<file path="src/hdl/lcd_scan_pkg.sv">
// Package with offsets, field positions, reset values and slot timing of the LCD scan block.
package lcd_scan_pkg;
  // ----------------------------------------
  // Slot timing
  // ----------------------------------------
  localparam int SLOT_CLOCKS = 9;
  localparam logic [3:0] SAMPLE_PHASE = 4'h8;
  localparam logic [3:0] SHIFT_HIGH_PHASES = 4'h4;
  // ----------------------------------------
  // Register offsets
  // ----------------------------------------
  localparam logic [3:0] OFF_STATUS = 4'h0;
  localparam logic [3:0] OFF_CURSOR = 4'h1;
  localparam logic [3:0] OFF_STEP = 4'h2;
  localparam logic [3:0] OFF_MEM_WRITE = 4'h3;
  localparam logic [3:0] OFF_MEM_READ = 4'h4;
  localparam logic [3:0] OFF_CHARS_ROW = 4'h5;
  localparam logic [3:0] OFF_TOTAL_LINE = 4'h6;
  localparam logic [3:0] OFF_PITCH = 4'h7;
  localparam logic [3:0] OFF_LINES = 4'h8;
  localparam logic [3:0] OFF_MODE = 4'h9;
  localparam logic [3:0] OFF_UPPER_START = 4'ha;
  localparam logic [3:0] OFF_LOWER_START = 4'hb;
  localparam logic [3:0] OFF_LAYER1_BASE = 4'hc;
  localparam logic [3:0] OFF_LAYER3_BASE = 4'hd;
  localparam logic [3:0] OFF_LAYER_SIZE = 4'he;
  // ----------------------------------------
  // Field positions
  // ----------------------------------------
  localparam int RETRACE_BIT = 6;
  localparam int MODE_GRAPHICS = 0;
  localparam int MODE_DUAL = 1;
  localparam int MODE_THREE_LAYER = 2;
  localparam int MODE_BLOCK = 3;
  localparam int MODE_TEXT_ON = 4;
  localparam int MODE_HEIGHT_LSB = 8;
  localparam int MODE_WIDTH_LSB = 12;
  // ----------------------------------------
  // Reset values
  // ----------------------------------------
  localparam logic [7:0] RST_CHARS_ROW = 8'h27;
  localparam logic [7:0] RST_TOTAL_LINE = 8'h2f;
  localparam logic [7:0] RST_PITCH = 8'h28;
  localparam logic [7:0] RST_LINES = 8'hef;
  localparam logic [15:0] RST_MODE = 16'h7710;
  localparam logic [15:0] RST_STEP = 16'h0001;
  localparam logic [15:0] RST_LAYER_SIZE = 16'h2580;
endpackage

</file>
<file path="src/hdl/lcd_scan.sv">
// Display scan timing, retrace flag and shared cursor logic of an LCD controller.
//
// What this block does
// - Each display memory read cycle lasts exactly nine clocks.
// - Each line performs chars_per_row plus one scan read cycles.
// - Each line end pauses scan reads for total minus chars_per_row cycles.
// - Retrace flag stays high throughout that line-end pause.
// - Status read places the retrace flag on data bit 6.
// - Host commands are ignored while reset is asserted.
// - Shift clock, line latch and AC drive halt during reset.
// - Scan runs raster-like, left to right, rows top to bottom.
// - Graphics mode adds the address pitch to each line start.
// - Text mode repeats a start address per glyph row, then adds pitch.
// - Dual panel alternates upper and lower lines, one at a time.
// - Dual panel gives line latch only after the lower screen line.
// - One register is both cursor position and memory access address.
// - Each host memory access steps the cursor by the programmed step.
// - Cursor shows on first layer, or third layer in three-layer setup.
// - Cursor hidden when its address lies outside its layer region.
// - Block shape gives block over text, bar over graphics or no text.
// - Character field width accepts any value up to 16 pixels.
// - Cursor changes only by cursor write and automatic step.
// - Memory read command and each data read prefetch the next byte.
`timescale 1ns/1ps
`default_nettype none
module lcd_scan (
  input wire logic clock,
  input wire logic rst,
  input wire logic [3:0] reg_addr,
  input wire logic [15:0] reg_wdata,
  input wire logic reg_write,
  input wire logic reg_read,
  output logic [15:0] reg_rdata,
  output logic [15:0] vram_addr,
  output logic [7:0] vram_wdata,
  output logic vram_we,
  output logic vram_re,
  input wire logic [7:0] vram_rdata,
  output logic [7:0] panel_data,
  output logic [3:0] char_width_m1,
  output logic x_shift_clock,
  output logic line_latch_pulse,
  output logic ac_drive_toggle,
  output logic cursor_visible,
  output logic cursor_block
);
  // ----------------------------------------
  // State
  // ----------------------------------------
  typedef struct packed {
    logic [7:0] sync1;
    logic [7:0] sync2;
    logic [7:0] chars_row;
    logic [7:0] total_line;
    logic [7:0] pitch;
    logic [7:0] lines;
    logic [15:0] mode;
    logic [15:0] upper_start;
    logic [15:0] lower_start;
    logic [15:0] layer1_base;
    logic [15:0] layer3_base;
    logic [15:0] layer_size;
    logic [15:0] cursor;
    logic [15:0] step;
    logic [7:0] col;
    logic [7:0] line;
    logic [3:0] glyph_row;
    logic lower_half;
    logic [15:0] line_start;
    logic [15:0] lower_line_start;
    logic wr_pend;
    logic [7:0] wr_data;
    logic rd_pend;
    logic [7:0] rd_buf;
    logic scan_slot;
    logic host_read_slot;
    logic [15:0] rdata;
    logic [15:0] vaddr;
    logic [7:0] vwdata;
    logic we;
    logic re;
    logic [7:0] pdata;
    logic xsc;
    logic lp;
    logic fr;
    logic retrace;
    logic cur_vis;
    logic cur_block;
  } scan_s;
  scan_s cur_q;
  scan_s nxt_d;

  logic [3:0] phase;
  logic slot_last;

  slot_timer #(
    .CLOCKS(lcd_scan_pkg::SLOT_CLOCKS)
  ) u_timer (
    .clock(clock),
    .rst(rst),
    .phase(phase),
    .slot_last(slot_last)
  );

  logic reading;
  logic slot_first;
  logic line_end;
  logic advance_line;
  logic [15:0] scan_base;
  logic [15:0] layer_base;
  logic in_layer;

  always_comb begin
    reading = (cur_q.col <= cur_q.chars_row);
    slot_first = (phase == 4'h0);
    line_end = slot_last && (cur_q.col == cur_q.total_line);
    advance_line = line_end && (!cur_q.mode[lcd_scan_pkg::MODE_DUAL] || cur_q.lower_half);
    scan_base = (cur_q.mode[lcd_scan_pkg::MODE_DUAL] && cur_q.lower_half) ?
      cur_q.lower_line_start : cur_q.line_start;
    layer_base = cur_q.mode[lcd_scan_pkg::MODE_THREE_LAYER] ?
      cur_q.layer3_base : cur_q.layer1_base;
    in_layer = (cur_q.cursor >= layer_base) &&
      ((cur_q.cursor - layer_base) < cur_q.layer_size);
  end

  // ----------------------------------------
  // Next state
  // ----------------------------------------
  always_comb begin
    nxt_d = cur_q;
    nxt_d.sync1 = vram_rdata;
    nxt_d.sync2 = cur_q.sync1;
    nxt_d.rdata = 16'h0000;
    nxt_d.lp = 1'b0;
    nxt_d.re = 1'b0;
    // The shift clock keeps running through the pause so the panel sees no gap.
    nxt_d.xsc = (phase < lcd_scan_pkg::SHIFT_HIGH_PHASES);
    if (slot_last) begin
      nxt_d.we = 1'b0;
    end

    // Column and line sequencing.
    if (slot_last) begin
      if (line_end) begin
        nxt_d.col = 8'h00;
        nxt_d.lower_half = cur_q.mode[lcd_scan_pkg::MODE_DUAL] && !cur_q.lower_half;
        nxt_d.lp = advance_line;
      end else begin
        nxt_d.col = cur_q.col + 8'h01;
      end
    end

    if (advance_line) begin
      if (cur_q.mode[lcd_scan_pkg::MODE_GRAPHICS]) begin
        nxt_d.line_start = cur_q.line_start + 16'(cur_q.pitch);
        nxt_d.lower_line_start = cur_q.lower_line_start + 16'(cur_q.pitch);
      end else if (cur_q.glyph_row == cur_q.mode[lcd_scan_pkg::MODE_HEIGHT_LSB +: 4]) begin
        nxt_d.glyph_row = 4'h0;
        nxt_d.line_start = cur_q.line_start + 16'(cur_q.pitch);
        nxt_d.lower_line_start = cur_q.lower_line_start + 16'(cur_q.pitch);
      end else begin
        nxt_d.glyph_row = cur_q.glyph_row + 4'h1;
      end
      if (cur_q.line == cur_q.lines) begin
        nxt_d.line = 8'h00;
        nxt_d.glyph_row = 4'h0;
        nxt_d.line_start = cur_q.upper_start;
        nxt_d.lower_line_start = cur_q.lower_start;
        nxt_d.fr = !cur_q.fr;
      end else begin
        nxt_d.line = cur_q.line + 8'h01;
      end
    end

    // Slot start: scan read, or a host access in a pause slot.
    if (slot_first) begin
      nxt_d.scan_slot = reading;
      nxt_d.host_read_slot = 1'b0;
      if (reading) begin
        nxt_d.vaddr = scan_base + 16'(cur_q.col);
        nxt_d.re = 1'b1;
      end else if (cur_q.wr_pend) begin
        nxt_d.vaddr = cur_q.cursor;
        nxt_d.vwdata = cur_q.wr_data;
        nxt_d.we = 1'b1;
        nxt_d.wr_pend = 1'b0;
        nxt_d.cursor = cur_q.cursor + cur_q.step;
      end else if (cur_q.rd_pend) begin
        nxt_d.vaddr = cur_q.cursor;
        nxt_d.re = 1'b1;
        nxt_d.host_read_slot = 1'b1;
        nxt_d.rd_pend = 1'b0;
        nxt_d.cursor = cur_q.cursor + cur_q.step;
      end
    end

    // Data sample late in the slot, after the two-stage synchroniser.
    if (phase == lcd_scan_pkg::SAMPLE_PHASE) begin
      if (cur_q.scan_slot) begin
        nxt_d.pdata = cur_q.sync2;
        nxt_d.cur_vis = (cur_q.vaddr == cur_q.cursor) && in_layer;
      end else begin
        nxt_d.cur_vis = 1'b0;
      end
      if (cur_q.host_read_slot) begin
        nxt_d.rd_buf = cur_q.sync2;
      end
    end
    nxt_d.cur_block = cur_q.mode[lcd_scan_pkg::MODE_BLOCK] &&
      cur_q.mode[lcd_scan_pkg::MODE_TEXT_ON] &&
      !cur_q.mode[lcd_scan_pkg::MODE_GRAPHICS];

    // Host register port; set wins over the slot-service clear above.
    if (reg_write) begin
      if (reg_addr == lcd_scan_pkg::OFF_CURSOR) begin
        nxt_d.cursor = reg_wdata;
      end else if (reg_addr == lcd_scan_pkg::OFF_STEP) begin
        nxt_d.step = reg_wdata;
      end else if (reg_addr == lcd_scan_pkg::OFF_MEM_WRITE) begin
        nxt_d.wr_pend = 1'b1;
        nxt_d.wr_data = reg_wdata[7:0];
      end else if (reg_addr == lcd_scan_pkg::OFF_MEM_READ) begin
        nxt_d.rd_pend = 1'b1;
      end else if (reg_addr == lcd_scan_pkg::OFF_CHARS_ROW) begin
        nxt_d.chars_row = reg_wdata[7:0];
      end else if (reg_addr == lcd_scan_pkg::OFF_TOTAL_LINE) begin
        nxt_d.total_line = reg_wdata[7:0];
      end else if (reg_addr == lcd_scan_pkg::OFF_PITCH) begin
        nxt_d.pitch = reg_wdata[7:0];
      end else if (reg_addr == lcd_scan_pkg::OFF_LINES) begin
        nxt_d.lines = reg_wdata[7:0];
      end else if (reg_addr == lcd_scan_pkg::OFF_MODE) begin
        nxt_d.mode = reg_wdata;
      end else if (reg_addr == lcd_scan_pkg::OFF_UPPER_START) begin
        nxt_d.upper_start = reg_wdata;
      end else if (reg_addr == lcd_scan_pkg::OFF_LOWER_START) begin
        nxt_d.lower_start = reg_wdata;
      end else if (reg_addr == lcd_scan_pkg::OFF_LAYER1_BASE) begin
        nxt_d.layer1_base = reg_wdata;
      end else if (reg_addr == lcd_scan_pkg::OFF_LAYER3_BASE) begin
        nxt_d.layer3_base = reg_wdata;
      end else if (reg_addr == lcd_scan_pkg::OFF_LAYER_SIZE) begin
        nxt_d.layer_size = reg_wdata;
      end
    end
    if (reg_read) begin
      if (reg_addr == lcd_scan_pkg::OFF_STATUS) begin
        nxt_d.rdata[lcd_scan_pkg::RETRACE_BIT] = cur_q.retrace;
      end else if (reg_addr == lcd_scan_pkg::OFF_CURSOR) begin
        nxt_d.rdata = cur_q.cursor;
      end else if (reg_addr == lcd_scan_pkg::OFF_MEM_READ) begin
        nxt_d.rdata = {8'h00, cur_q.rd_buf};
        nxt_d.rd_pend = 1'b1;
      end else if (reg_addr == lcd_scan_pkg::OFF_MODE) begin
        nxt_d.rdata = cur_q.mode;
      end else if (reg_addr == lcd_scan_pkg::OFF_CHARS_ROW) begin
        nxt_d.rdata = {8'h00, cur_q.chars_row};
      end else if (reg_addr == lcd_scan_pkg::OFF_TOTAL_LINE) begin
        nxt_d.rdata = {8'h00, cur_q.total_line};
      end else if (reg_addr == lcd_scan_pkg::OFF_STEP) begin
        nxt_d.rdata = cur_q.step;
      end else if (reg_addr == lcd_scan_pkg::OFF_PITCH) begin
        nxt_d.rdata = {8'h00, cur_q.pitch};
      end else if (reg_addr == lcd_scan_pkg::OFF_LINES) begin
        nxt_d.rdata = {8'h00, cur_q.lines};
      end else if (reg_addr == lcd_scan_pkg::OFF_UPPER_START) begin
        nxt_d.rdata = cur_q.upper_start;
      end else if (reg_addr == lcd_scan_pkg::OFF_LOWER_START) begin
        nxt_d.rdata = cur_q.lower_start;
      end else if (reg_addr == lcd_scan_pkg::OFF_LAYER1_BASE) begin
        nxt_d.rdata = cur_q.layer1_base;
      end else if (reg_addr == lcd_scan_pkg::OFF_LAYER3_BASE) begin
        nxt_d.rdata = cur_q.layer3_base;
      end else if (reg_addr == lcd_scan_pkg::OFF_LAYER_SIZE) begin
        nxt_d.rdata = cur_q.layer_size;
      end
    end
    // Worked out last, so a new chars_row moves the flag with the column in the same cycle.
    nxt_d.retrace = !(nxt_d.col <= nxt_d.chars_row);
  end

  // ----------------------------------------
  // Registers
  // ----------------------------------------
  always_ff @(posedge clock) begin
    if (rst) begin
      cur_q <= '0;
      cur_q.chars_row <= lcd_scan_pkg::RST_CHARS_ROW;
      cur_q.total_line <= lcd_scan_pkg::RST_TOTAL_LINE;
      cur_q.pitch <= lcd_scan_pkg::RST_PITCH;
      cur_q.lines <= lcd_scan_pkg::RST_LINES;
      cur_q.mode <= lcd_scan_pkg::RST_MODE;
      cur_q.step <= lcd_scan_pkg::RST_STEP;
      cur_q.layer_size <= lcd_scan_pkg::RST_LAYER_SIZE;
    end else begin
      cur_q <= nxt_d;
    end
  end

  assign reg_rdata = cur_q.rdata;
  assign vram_addr = cur_q.vaddr;
  assign vram_wdata = cur_q.vwdata;
  assign vram_we = cur_q.we;
  assign vram_re = cur_q.re;
  assign panel_data = cur_q.pdata;
  assign char_width_m1 = cur_q.mode[lcd_scan_pkg::MODE_WIDTH_LSB +: 4];
  assign x_shift_clock = cur_q.xsc;
  assign line_latch_pulse = cur_q.lp;
  assign ac_drive_toggle = cur_q.fr;
  assign cursor_visible = cur_q.cur_vis;
  assign cursor_block = cur_q.cur_block;

  // ----------------------------------------
  // Assertions
  // ----------------------------------------
  a_write_in_pause: assert property (@(posedge clock) disable iff (rst)
    vram_we |-> !cur_q.scan_slot && cur_q.retrace) else $error("write overlaps scan slot");
  a_write_length: assert property (@(posedge clock) disable iff (rst)
    $rose(vram_we) |-> vram_we [*8] ##1 !vram_we) else $error("write strobe not eight clocks");
  a_retrace_flag: assert property (@(posedge clock) disable iff (rst)
    cur_q.retrace == !(cur_q.col <= cur_q.chars_row)) else $error("retrace flag wrong");
  a_status_bit: assert property (@(posedge clock) disable iff (rst)
    reg_read && reg_addr == lcd_scan_pkg::OFF_STATUS |=>
    reg_rdata[6] == $past(cur_q.retrace)) else $error("status bit 6 wrong");
  a_halt_reset: assert property (@(posedge clock)
    rst |=> !line_latch_pulse && !x_shift_clock && !ac_drive_toggle) else $error("drive not halted");
  a_latch_line_end: assert property (@(posedge clock) disable iff (rst)
    line_latch_pulse |-> cur_q.col == 8'h00 && $past(cur_q.col) == cur_q.total_line)
    else $error("latch not at line end");
  a_latch_dual: assert property (@(posedge clock) disable iff (rst)
    line_latch_pulse && cur_q.mode[lcd_scan_pkg::MODE_DUAL] |-> !cur_q.lower_half)
    else $error("latch after upper line");
  a_cursor_step: assert property (@(posedge clock) disable iff (rst)
    $rose(vram_we) && !$past(reg_write) |-> cur_q.cursor == $past(cur_q.cursor) + cur_q.step)
    else $error("cursor not stepped");
  a_cursor_hold: assert property (@(posedge clock) disable iff (rst)
    !$past(reg_write) && !$rose(vram_we) && !(vram_re && cur_q.host_read_slot) |->
    $stable(cur_q.cursor)) else $error("cursor changed");
endmodule
`default_nettype wire

</file>
<file path="src/hdl/slot_timer.sv">
// Nine-clock read-cycle slot timer.
`timescale 1ns/1ps
`default_nettype none
module slot_timer #(
  parameter int CLOCKS = lcd_scan_pkg::SLOT_CLOCKS
) (
  input wire logic clock,
  input wire logic rst,
  output logic [3:0] phase,
  output logic slot_last
);
  typedef struct packed {
    logic [3:0] phase;
  } timer_s;
  timer_s cur_q;
  timer_s nxt_d;

  // Memory data needs the sample phase plus two synchroniser stages inside one slot.
  if (CLOCKS < 9 || CLOCKS > 16) begin : g_check
    $error("slot_timer: CLOCKS must lie between 9 and 16");
  end

  always_comb begin
    nxt_d = cur_q;
    if (cur_q.phase == 4'(CLOCKS - 1)) begin
      nxt_d.phase = 4'h0;
    end else begin
      nxt_d.phase = cur_q.phase + 4'h1;
    end
  end

  always_ff @(posedge clock) begin
    if (rst) begin
      cur_q <= '0;
    end else begin
      cur_q <= nxt_d;
    end
  end

  assign phase = cur_q.phase;
  assign slot_last = (cur_q.phase == 4'(CLOCKS - 1));

  a_slot_length: assert property (@(posedge clock) disable iff (rst)
    slot_last |=> !slot_last [*8] ##1 slot_last) else $error("slot is not nine clocks");
endmodule
`default_nettype wire

</file>
<file path="config.mk">
export PLATFORM = sky130hd
export DESIGN_NAME = lcd_scan
export DESIGN_NICKNAME = d
export VERILOG_FILES = /design/src/hdl/lcd_scan_pkg.sv /design/src/hdl/lcd_scan.sv /design/src/hdl/slot_timer.sv
export SDC_FILE = /design/constraint.sdc
export NUM_CORES = 1
export LEC_CHECK = 0
export BUFFER_PORTS_ARGS = -buffer_cell sky130_fd_sc_hd__buf_2
export CAP_MARGIN = 20
export CORE_AREA = 5 5 204 206
export CTS_CLUSTER_DIAMETER = 30
export CTS_CLUSTER_SIZE = 28
export DETAILED_ROUTE_END_ITERATION = 8
export DIE_AREA = 0 0 209 211
export HOLD_SLACK_MARGIN = 0.05
export PLACE_DENSITY = 0.69
export SYNTH_ARGS = -nofsm -noshare
export SYNTH_HDL_FRONTEND = slang
export SYNTH_SLANG_ARGS = --single-unit
</file>
<file path="constraint.sdc">
create_clock -name clock -period 10 [get_ports clock]
set_input_delay 2 -clock clock [delete_from_list [all_inputs] [get_ports clock]]
set_output_delay 2 -clock clock [all_outputs]
set_load 0.03 [all_outputs]
</file>
==> out/results.txt, run 1 <==
Number of flops mapped to enable cells by yosys: 0. Clock latency on the worst-skew pair, taken at its later pin, is 590 ps. The residual antenna-violating net count after detailed routing is 0, and the max-slew headroom at the worst pin is 0.2262. Data arrives at the worst endpoint at 5800 ps. Fraction of post-synthesis cell area in the top cell type by area: 0.3521. Counting tap cells, the placed design contains a total of 2654 instances.

The tool flagged a number of max-cap violations equal to 0. The most used flip-flop cell after synthesis was dfxtp_1. The smallest clock period supported by the final layout is computed as 5284 ps. For the net switching component of the power, the log shows 1.035 mW.

The static leakage came out at 8.371 nW. Switching share of power: 0.2491. The die covers 0.04410 mm2.

The number of failing hold endpoints at the final stage was 0; the number of warnings printed during yosys synthesis was 0. The run gives 0.4418 as the routing usage on met2. The setup check on the worst reg-to-reg path leaves a slack of 4720 ps.

Summed over all layers, the global routing overflow is 0. TritonCTS built the clock tree. The logs give 309 for the number of sinks on the clock net and 0.622 for the clock network fraction of total power. The run gives 0.01757 mm2 as the post-synthesis cell area. The tools report the final count of negative-setup-slack endpoints as 0. The clock transition at the register clock pins on the worst setup and hold paths after CTS is 50 ps. The area added between synthesis and finish is 17.85%, and the number of vias per cell is 6.054. The total routing usage reported by global routing is 0.2825. The worst setup path is captured at a register.

Required time of the critical path: 10520 ps. The async set-or-reset flop fraction in the synthesized netlist was 0. Between clock sinks in the finished design, the worst skew comes to 25.43 ps. Overall routed net length: 64.91 mm.

The run gives 0.05347 as the global-route met3 utilization. Detailed placement ended at an HPWL of 46.38 mm. The path class of the lowest-slack min-delay path is register to register. The global routing met1 resource utilization was 0.3665; the initial core utilization was 0.4452.

After clock tree synthesis, the setup repair step added 0 buffers. The logs give 0.309 for the share of power burned in registers and 0 ps for the accumulated negative setup slack. The repair_antennas step left the layout with diodes totalling 0. The ratio of total power to cell area came out at 200.7 mW/mm2. Setup repair after global routing left no endpoint under its margin. The routed wirelength normalized by instance count came out at 23.16 um. The commonest cells after synthesis are nand2_1 (367), dfxtp_1 (309), a21oi_1 (230).

Internal power comes to 3.120 mW. The setup path with the least slack is of type register to register. nand2_1 is the most common cell in the netlist.

The logs give 0.5247 for the core occupancy in the finished layout and 16960 for the via count. At the pin with the least slew margin, the transition time is 1156 ps. Vertical extent of the die: 211 um. Post-CTS repair changed the size of 0 cells. Most congested layer reported by global routing: met2.

The die width came out at 209 um. The share of the clock period used by the worst path after layout was 0.5284. Based on the critical path, the design can be clocked at up to 0.1893 GHz. The number of nets in the synthesized netlist is 2331.

The via count of the first global-routing pass came out at 16110. The worst-case IR drop observed on VDD is 182.7 uV. The cell count after synthesis came out at 2203. For the initial DRC count, the log shows 1734. The tools report the initial antenna violation count as 0. The floorplan has 73 rows. Largest fanout on the critical path: 18.

The logs give 79 for the number of CTS-inserted buffers and 2341 for the net count reported at finish. The kind of launch point of the worst setup path is a register. The run gives 0 as the number of pins exceeding their max-slew limit in the final report. The logs give 97.37 mm for the first-pass GRT wire length and 0.3521 for the fraction of the yosys area taken by sequential cells.

The run gives 0.069 as the combinational cell fraction of total power. In this run, synthesis produced a sequential element count of 309. The run gives 6 as the first-pass iteration count of the detailed router. In this run, distinct cell masters in the synthesized netlist total 70. The flow ran to the end, and the final reports show no timing, DRC or antenna violations. The run gives 3 as the maximum number of buffers from clock root to sink. The maximum number of pins on one net before global-route repair is 78, and the number of buffers added on ports is 90.

Clock tree synthesis selected as its root buffer the cell clkbuf_16. Total DRC errors in the routed layout: 0. The launch point of the critical path was cur_q[243]$_SDFFE_PP0P_.

Final hold analysis gives a worst-case slack of 431.8 ps. In this run the critical register-to-register path is launched from cur_q[243]$_SDFFE_PP0P_. The hold-fix buffer count after cts was 0; the synthesized area divided by synthesized cell count was 7.975 um2. The floorplan step defined a core boundary enclosing 0.03946 mm2. The H-tree was split into 3 levels.

The startpoint identified for the worst hold timing path is cur_q[300]$_SDFF_PP0_. Pin placement for this block handled 91 I/O pins. Sorting the synthesized cells by area gives the leading types as dfxtp_1 (35%), nand2_1 (7.8%), a21oi_1 (6.6%). The final weighted congestion of routability-driven global placement was 0.9981. The dominant cell type by area after synthesis was dfxtp_1. The tools report the total design power as 4.155 mW. After the flow finishes, the layout carries non-filler instances totaling 2802.

Share of cells above drive strength 1: 0.1212.
-- final cells by class --
class                           count  area [um2]
Tap cell                          525       656.9
Sequential cell                   309        6186
Clock buffer                       93        2152
Multi-Input combinational cell   1646       10250
Fill cell                        3723       18750
Inverter                           64       240.2
Clock inverter                     52       585.6
Timing Repair Buffer              113       629.4
-- worst paths after layout --
kind | to | cells past startpoint
setup reg to reg | cursor_visible$_SDFFE_PP0N_ | 15
hold / removal | cur_q[292]$_SDFF_PP0_ | 1
hold reg to reg | cur_q[292]$_SDFF_PP0_ | 1
setup / recovery | cursor_visible$_SDFFE_PP0N_ | 15
-- critical path, cell delays in order (launching register included) --
cell	delay, ps
dfxtp_1	1000
mux2i_1	340
ha_1	280
nor2b_1	130
o21ai_0	250
a21boi_0	220
o32ai_1	590
o21ai_0	270
nor4b_1	200
or3_1	360
ha_1	330
a2111oi_0	450
nand3_1	120
a311oi_1	340
o2111ai_1	170
o21ai_0	150
-- registers in the layout, summed over array words and instances (netlist names), 4 cells and up --
register	flops
vram_wdata	8
reg_rdata	16
cur_q	246
panel_data	8
vram_addr	16
u_timer.phase	4
char_width_m1	4
-- kinds of logic after synthesis --
logic type | Yosys count | synth area share
AOI/OAI and AO/OA | 567 | 0.2037
xor gates and xnor gates | 96 | 0.04786
adders and majority gates | 96 | 0.07051
buffers and inverters | 248 | 0.06588
DFF | 309 | 0.3521
muxes | 103 | 0.06011
and+or+nand+nor | 784 | 0.1998
-- routing by layer --
layer / wire, um / up-vias
met5: 0 / -
met4: 4334 / 0
met3: 5456 / 239
met2: 28560 / 915
met1: 26550 / 8037
li1: - / 7773
-- layout by cell type (no fill, tap or decap), drive strengths merged, types with 49 or more instances in the layout --
| master | synthesis | layout |
|---|---|---|
| ha | 91 | 91 |
| clkbuf | 107 | 97 |
| mux2i | 92 | 92 |
| nand2 | 368 | 368 |
| a21oi | 230 | 230 |
| nor3 | 53 | 53 |
| o21ai | 85 | 85 |
| dfxtp | 309 | 309 |
| nor2 | 163 | 163 |
| buf | 77 | 109 |
| xnor2 | 49 | 49 |
| inv | 63 | 67 |
-- stage by stage --
step / cell area, um2 / setup WS [ps]
2_1_floorplan: 17570 / 5692
3_5_place_dp: 17950 / 4814
3_3_place_gp: 17950 / 4914
5_1_grt: 20700 / 4388
6_report: 20700 / 4716
4_1_cts: 20680 / 4808
-- power groups by stage --
stage	Clock (mW)	Sequential (mW)	Combinational, mW
global route	2.68	1.28	0.308
detailed placement	0	1.30	0.280
CTS	2.60	1.28	0.282
floorplan	0	1.29	0.199
finish	2.58	1.28	0.288
global placement	0	1.30	0.275
Note: power is estimated with default switching activity, not from simulation.
==> run 2, diff against run 1 <==
ABC_AREA = 1   (was not set)
CORE_AREA = 5 5 208 210   (was 5 5 204 206)
DIE_AREA = 0 0 213 215   (was 0 0 209 211)
clock period = 4.9 ns   (was 10 ns; I/O delays follow)
==> run 2 against run 1 <==
  * Cell count is 20% higher
  * Largest power group unchanged
  * Highest routed layer is now met5
  * First-iteration DRC count rose by 18%
  * Cell area increased by 3.1%
  * Critical path type unchanged
  * Register-to-register slack got worse by 3400 ps
==> out/results.txt, run 2 <==
The number of nets produced by synthesis is 2867. The start-to-end type of the worst setup path was register to register. For the worst IR drop on VDD, the log shows 320.7 uV. nand2_1 is the most common cell in the netlist. The first global-routing pass estimated 100.2 mm of wire. Summed over all layers, the global routing overflow is 0. The async set-or-reset flop fraction in the synthesized netlist is 0, and the max-slew headroom at the worst pin is 0.3201.

For the global-route met3 utilization, the log shows 0.07423. After detailed routing, the total wire length is 65.68 mm. By area the synthesized netlist is led by dfxtp_1 (34%), nand2_1 (11%), o21ai_0 (8.1%).

For the final database, setup skew stands at 20.95 ps. Post-CTS repair changed the size of 0 cells. The most common cell after layout, fill and taps aside was nand2_1. The filler cells instantiated in the layout total 4023. Row generation in the floorplan step produced 75 rows. The required time of the critical path came out at 5420 ps. The most used flip-flop cell after synthesis is dfxtp_1.

The via count of the first global-routing pass is 17800. STA classifies the critical path startpoint as a register. The share of cells above drive strength 1 came out at 0.09470. The worst-case hold slack is 386.1 ps. Buffers placed on the I/O ports in this run total 90. Counting stages on the worst path, the most repeated cell is nand2_1. Among all stages on the critical path, the largest delay is contributed by o21ai_0. In the final routed layout, each cell accounts on average for 19.49 um. The top cell types in the final layout, fill and taps aside, are nand2_1 (558), nor2_1 (321), dfxtp_1 (309). The die width works out to 213 um. The final count of negative-setup-slack endpoints was 0.

For the finished layout, the period the worst path requires is 3583 ps. The net count reported at finish came out at 2895. The tools report the number of failing hold endpoints at the final stage as 0. The synthesized netlist contains 43 unique library cells.

The hold-fix buffer count after cts was 0; the final weighted congestion of routability-driven global placement was 1.002. The register with the most flip-flops is cur_q. For this design the ratio of total power to cell area is 402.9 mW/mm2.

The total I/O pin count was 91. Max capacitance violation total: 0. Fraction of post-synthesis cell area in the top cell type by area: 0.3396. TritonCTS built the clock tree. The routing usage on met2 is 0.4211. The initial antenna violation count was 4.

Along the worst path, the maximum fanout reaches 28. The min-delay analysis places its worst path in the category register to register. After detailed routing, the number of vias per cell comes to 5.612. The most congested layer reported by global routing is met2. In this run the remaining antenna-violating nets after routing total 0. The static leakage was 9.467 nW; the clock transition at the register clock pins on the worst setup and hold paths after CTS was 50 ps.

No sink is reached through more buffers than the 3 on the longest clock path. Entering global routing, the biggest net connects 86 pins. Signal arrival time at the worst endpoint: 4100 ps.

After clock tree synthesis, the setup repair step added 0 buffers. The floorplan step defined a core boundary enclosing 0.04138 mm2. Summing internal, switching and leakage power gives 8.603 mW.

Synthesis handed over a netlist of 2739 instances. The floorplan step defined a die boundary enclosing 0.04580 mm2. The run gives 0.2769 as the total routing usage reported by global routing.

TritonCTS created 77 clock buffers. The number of pins exceeding their max-slew limit in the final report came out at 0. Traced cell by cell, the critical path runs through buf_4 > o21ai_0 > ha_1 > nand2_1 > o21ai_0 > nand3_1 > nand3_1 > nand2_1 > nand2_1 > nand2_1 > nand2_1 > nand2_1 > nand2_1 > inv_1 > ha_1 > nand3_1 > nor2_1 > nor4_1 > nand3_1 > nor2_1 > o21ai_0 > nand2_1.

The flow ran to the end, and the final reports show no timing, DRC or antenna violations. The clock net in this run drives a total of 309 sinks. The later-pin clock latency in the skew report was 590 ps; the via count was 18910. Setup repair after global routing left no endpoint under its margin.

The HPWL after detailed placement is 48.63 mm. The share of the clock period used by the worst path after layout was 0.7312; the flip-flop count of the largest register after layout was 246. The number of flops mapped to enable cells by yosys was 0.

The die is 215 um tall. The tools report the fraction of the yosys area taken by sequential cells as 0.3396. Summing every instance area after synthesis gives 0.01822 mm2. The area growth from synthesis to layout is 17.21%. The initial core utilization came out at 0.4402. The global routing met1 resource utilization was 0.3700. The synthesized design contains 309 register bits.

By count the netlist is led by nand2_1 (558), nor2_1 (321), dfxtp_1 (309). Number of levels in the clock H-tree: 3. Maximum clock rate: 0.2791 GHz. For this run, design rule violations remaining after detail routing come to 0.

The first routing iteration left 2040 violations. The master cell of the clock root buffer is clkbuf_16. For the number of warnings printed during yosys synthesis, the log shows 0. The worst setup path is captured at a register. For the final routed database, the setup TNS stands at 0 ps. The measured slew at the worst slew-check pin was 1009 ps. The largest stage delay on the critical path is 450 ps, and the first-pass iteration count of the detailed router is 8. The synthesized area divided by synthesized cell count works out to 6.651 um2. Dominant cell type by area after synthesis: dfxtp_1.
[run 2: final cells by class]
type                            instances  area [um2]  area share
Clock inverter                         43       539.3     0.02526
Clock buffer                           99        2163      0.1013
Timing Repair Buffer                  106       573.1     0.02684
Inverter                              302        1139     0.05333
Antenna cell                            1       2.502   0.0001172
Multi-Input combinational cell       1971       10070      0.4718
Tap cell                              539       674.4     0.03159
Sequential cell                       309        6186      0.2897
[run 2: cells by family (layout without fill, tap and decap cells)]
logic type                 Yosys count  after routing  share of synthesized area
DFF                                309            309                     0.3396
buffers and inverters              459            550                     0.1077
AOI/OAI and AO/OA                  608            608                     0.1729
xor gates and xnor gates            66             66                    0.03173
and+or+nand+nor                   1197           1197                     0.2778
muxes                                4              4                   0.002335
other                                0              1                          0
adders and majority gates           96             96                    0.06800
[run 2: path summary, 6_finish.rpt]
| kind | from | endpoint | slack [ps] | cells past startpoint |
|---|---|---|---|---|
| worst max-delay path | cur_q[243]$_SDFFE_PP0P_ | cursor_visible$_SDFFE_PP0N_ | 1320 | 22 |
| worst max register to register | cur_q[243]$_SDFFE_PP0P_ | cursor_visible$_SDFFE_PP0N_ | 1320 | 22 |
| worst min register to register | cur_q[298]$_SDFF_PP0_ | cur_q[290]$_SDFF_PP0_ | 390 | 2 |
| worst min-delay path | cur_q[298]$_SDFF_PP0_ | cur_q[290]$_SDFF_PP0_ | 390 | 2 |
[run 2: metal layers]
metal  wire length [um]  vias up  part of all wire
li1                   -     9075                 -
met1              27410     8720              0.42
met2              28310      912              0.43
met3               6810      200              0.10
met4               3116        6             0.047
met5                 34        -           0.00052
[run 2: power breakdown]
| group | total [mW] | leakage [nW] | switching [mW] | internal [mW] |
|---|---|---|---|---|
| registers | 2.64 | 2.50 | 0.0615 | 2.58 |
| logic | 0.701 | 5.64 | 0.483 | 0.219 |
| clock network | 5.26 | 1.33 | 1.59 | 3.67 |
| total | 8.60 | 9.47 | 2.13 | 6.47 |
[run 2: worst max-delay path, delay by kind of cell, from the launching register on]
family | cells | cell delay (ps)
fa+ha+maj | 2 | 650
buf+inv | 2 | 320
flops | 1 | 390
compound gates | 3 | 660
simple gates | 15 | 1480
[run 2: metrics by stage]
| step | area [um2] | util | instances | setup WS, ps |
|---|---|---|---|---|
| finish | 21350 | 0.5159 | 3370 | 1317 |
| global route | 21350 | 0.5159 | 3369 | 934.9 |
| CTS | 21350 | 0.5159 | 3369 | 1377 |
| detailed placement | 18650 | 0.4506 | 3227 | 1317 |
| global placement | 18650 | 0.4506 | 3227 | 1406 |
| floorplan | 18220 | - | 2739 | 1705 |
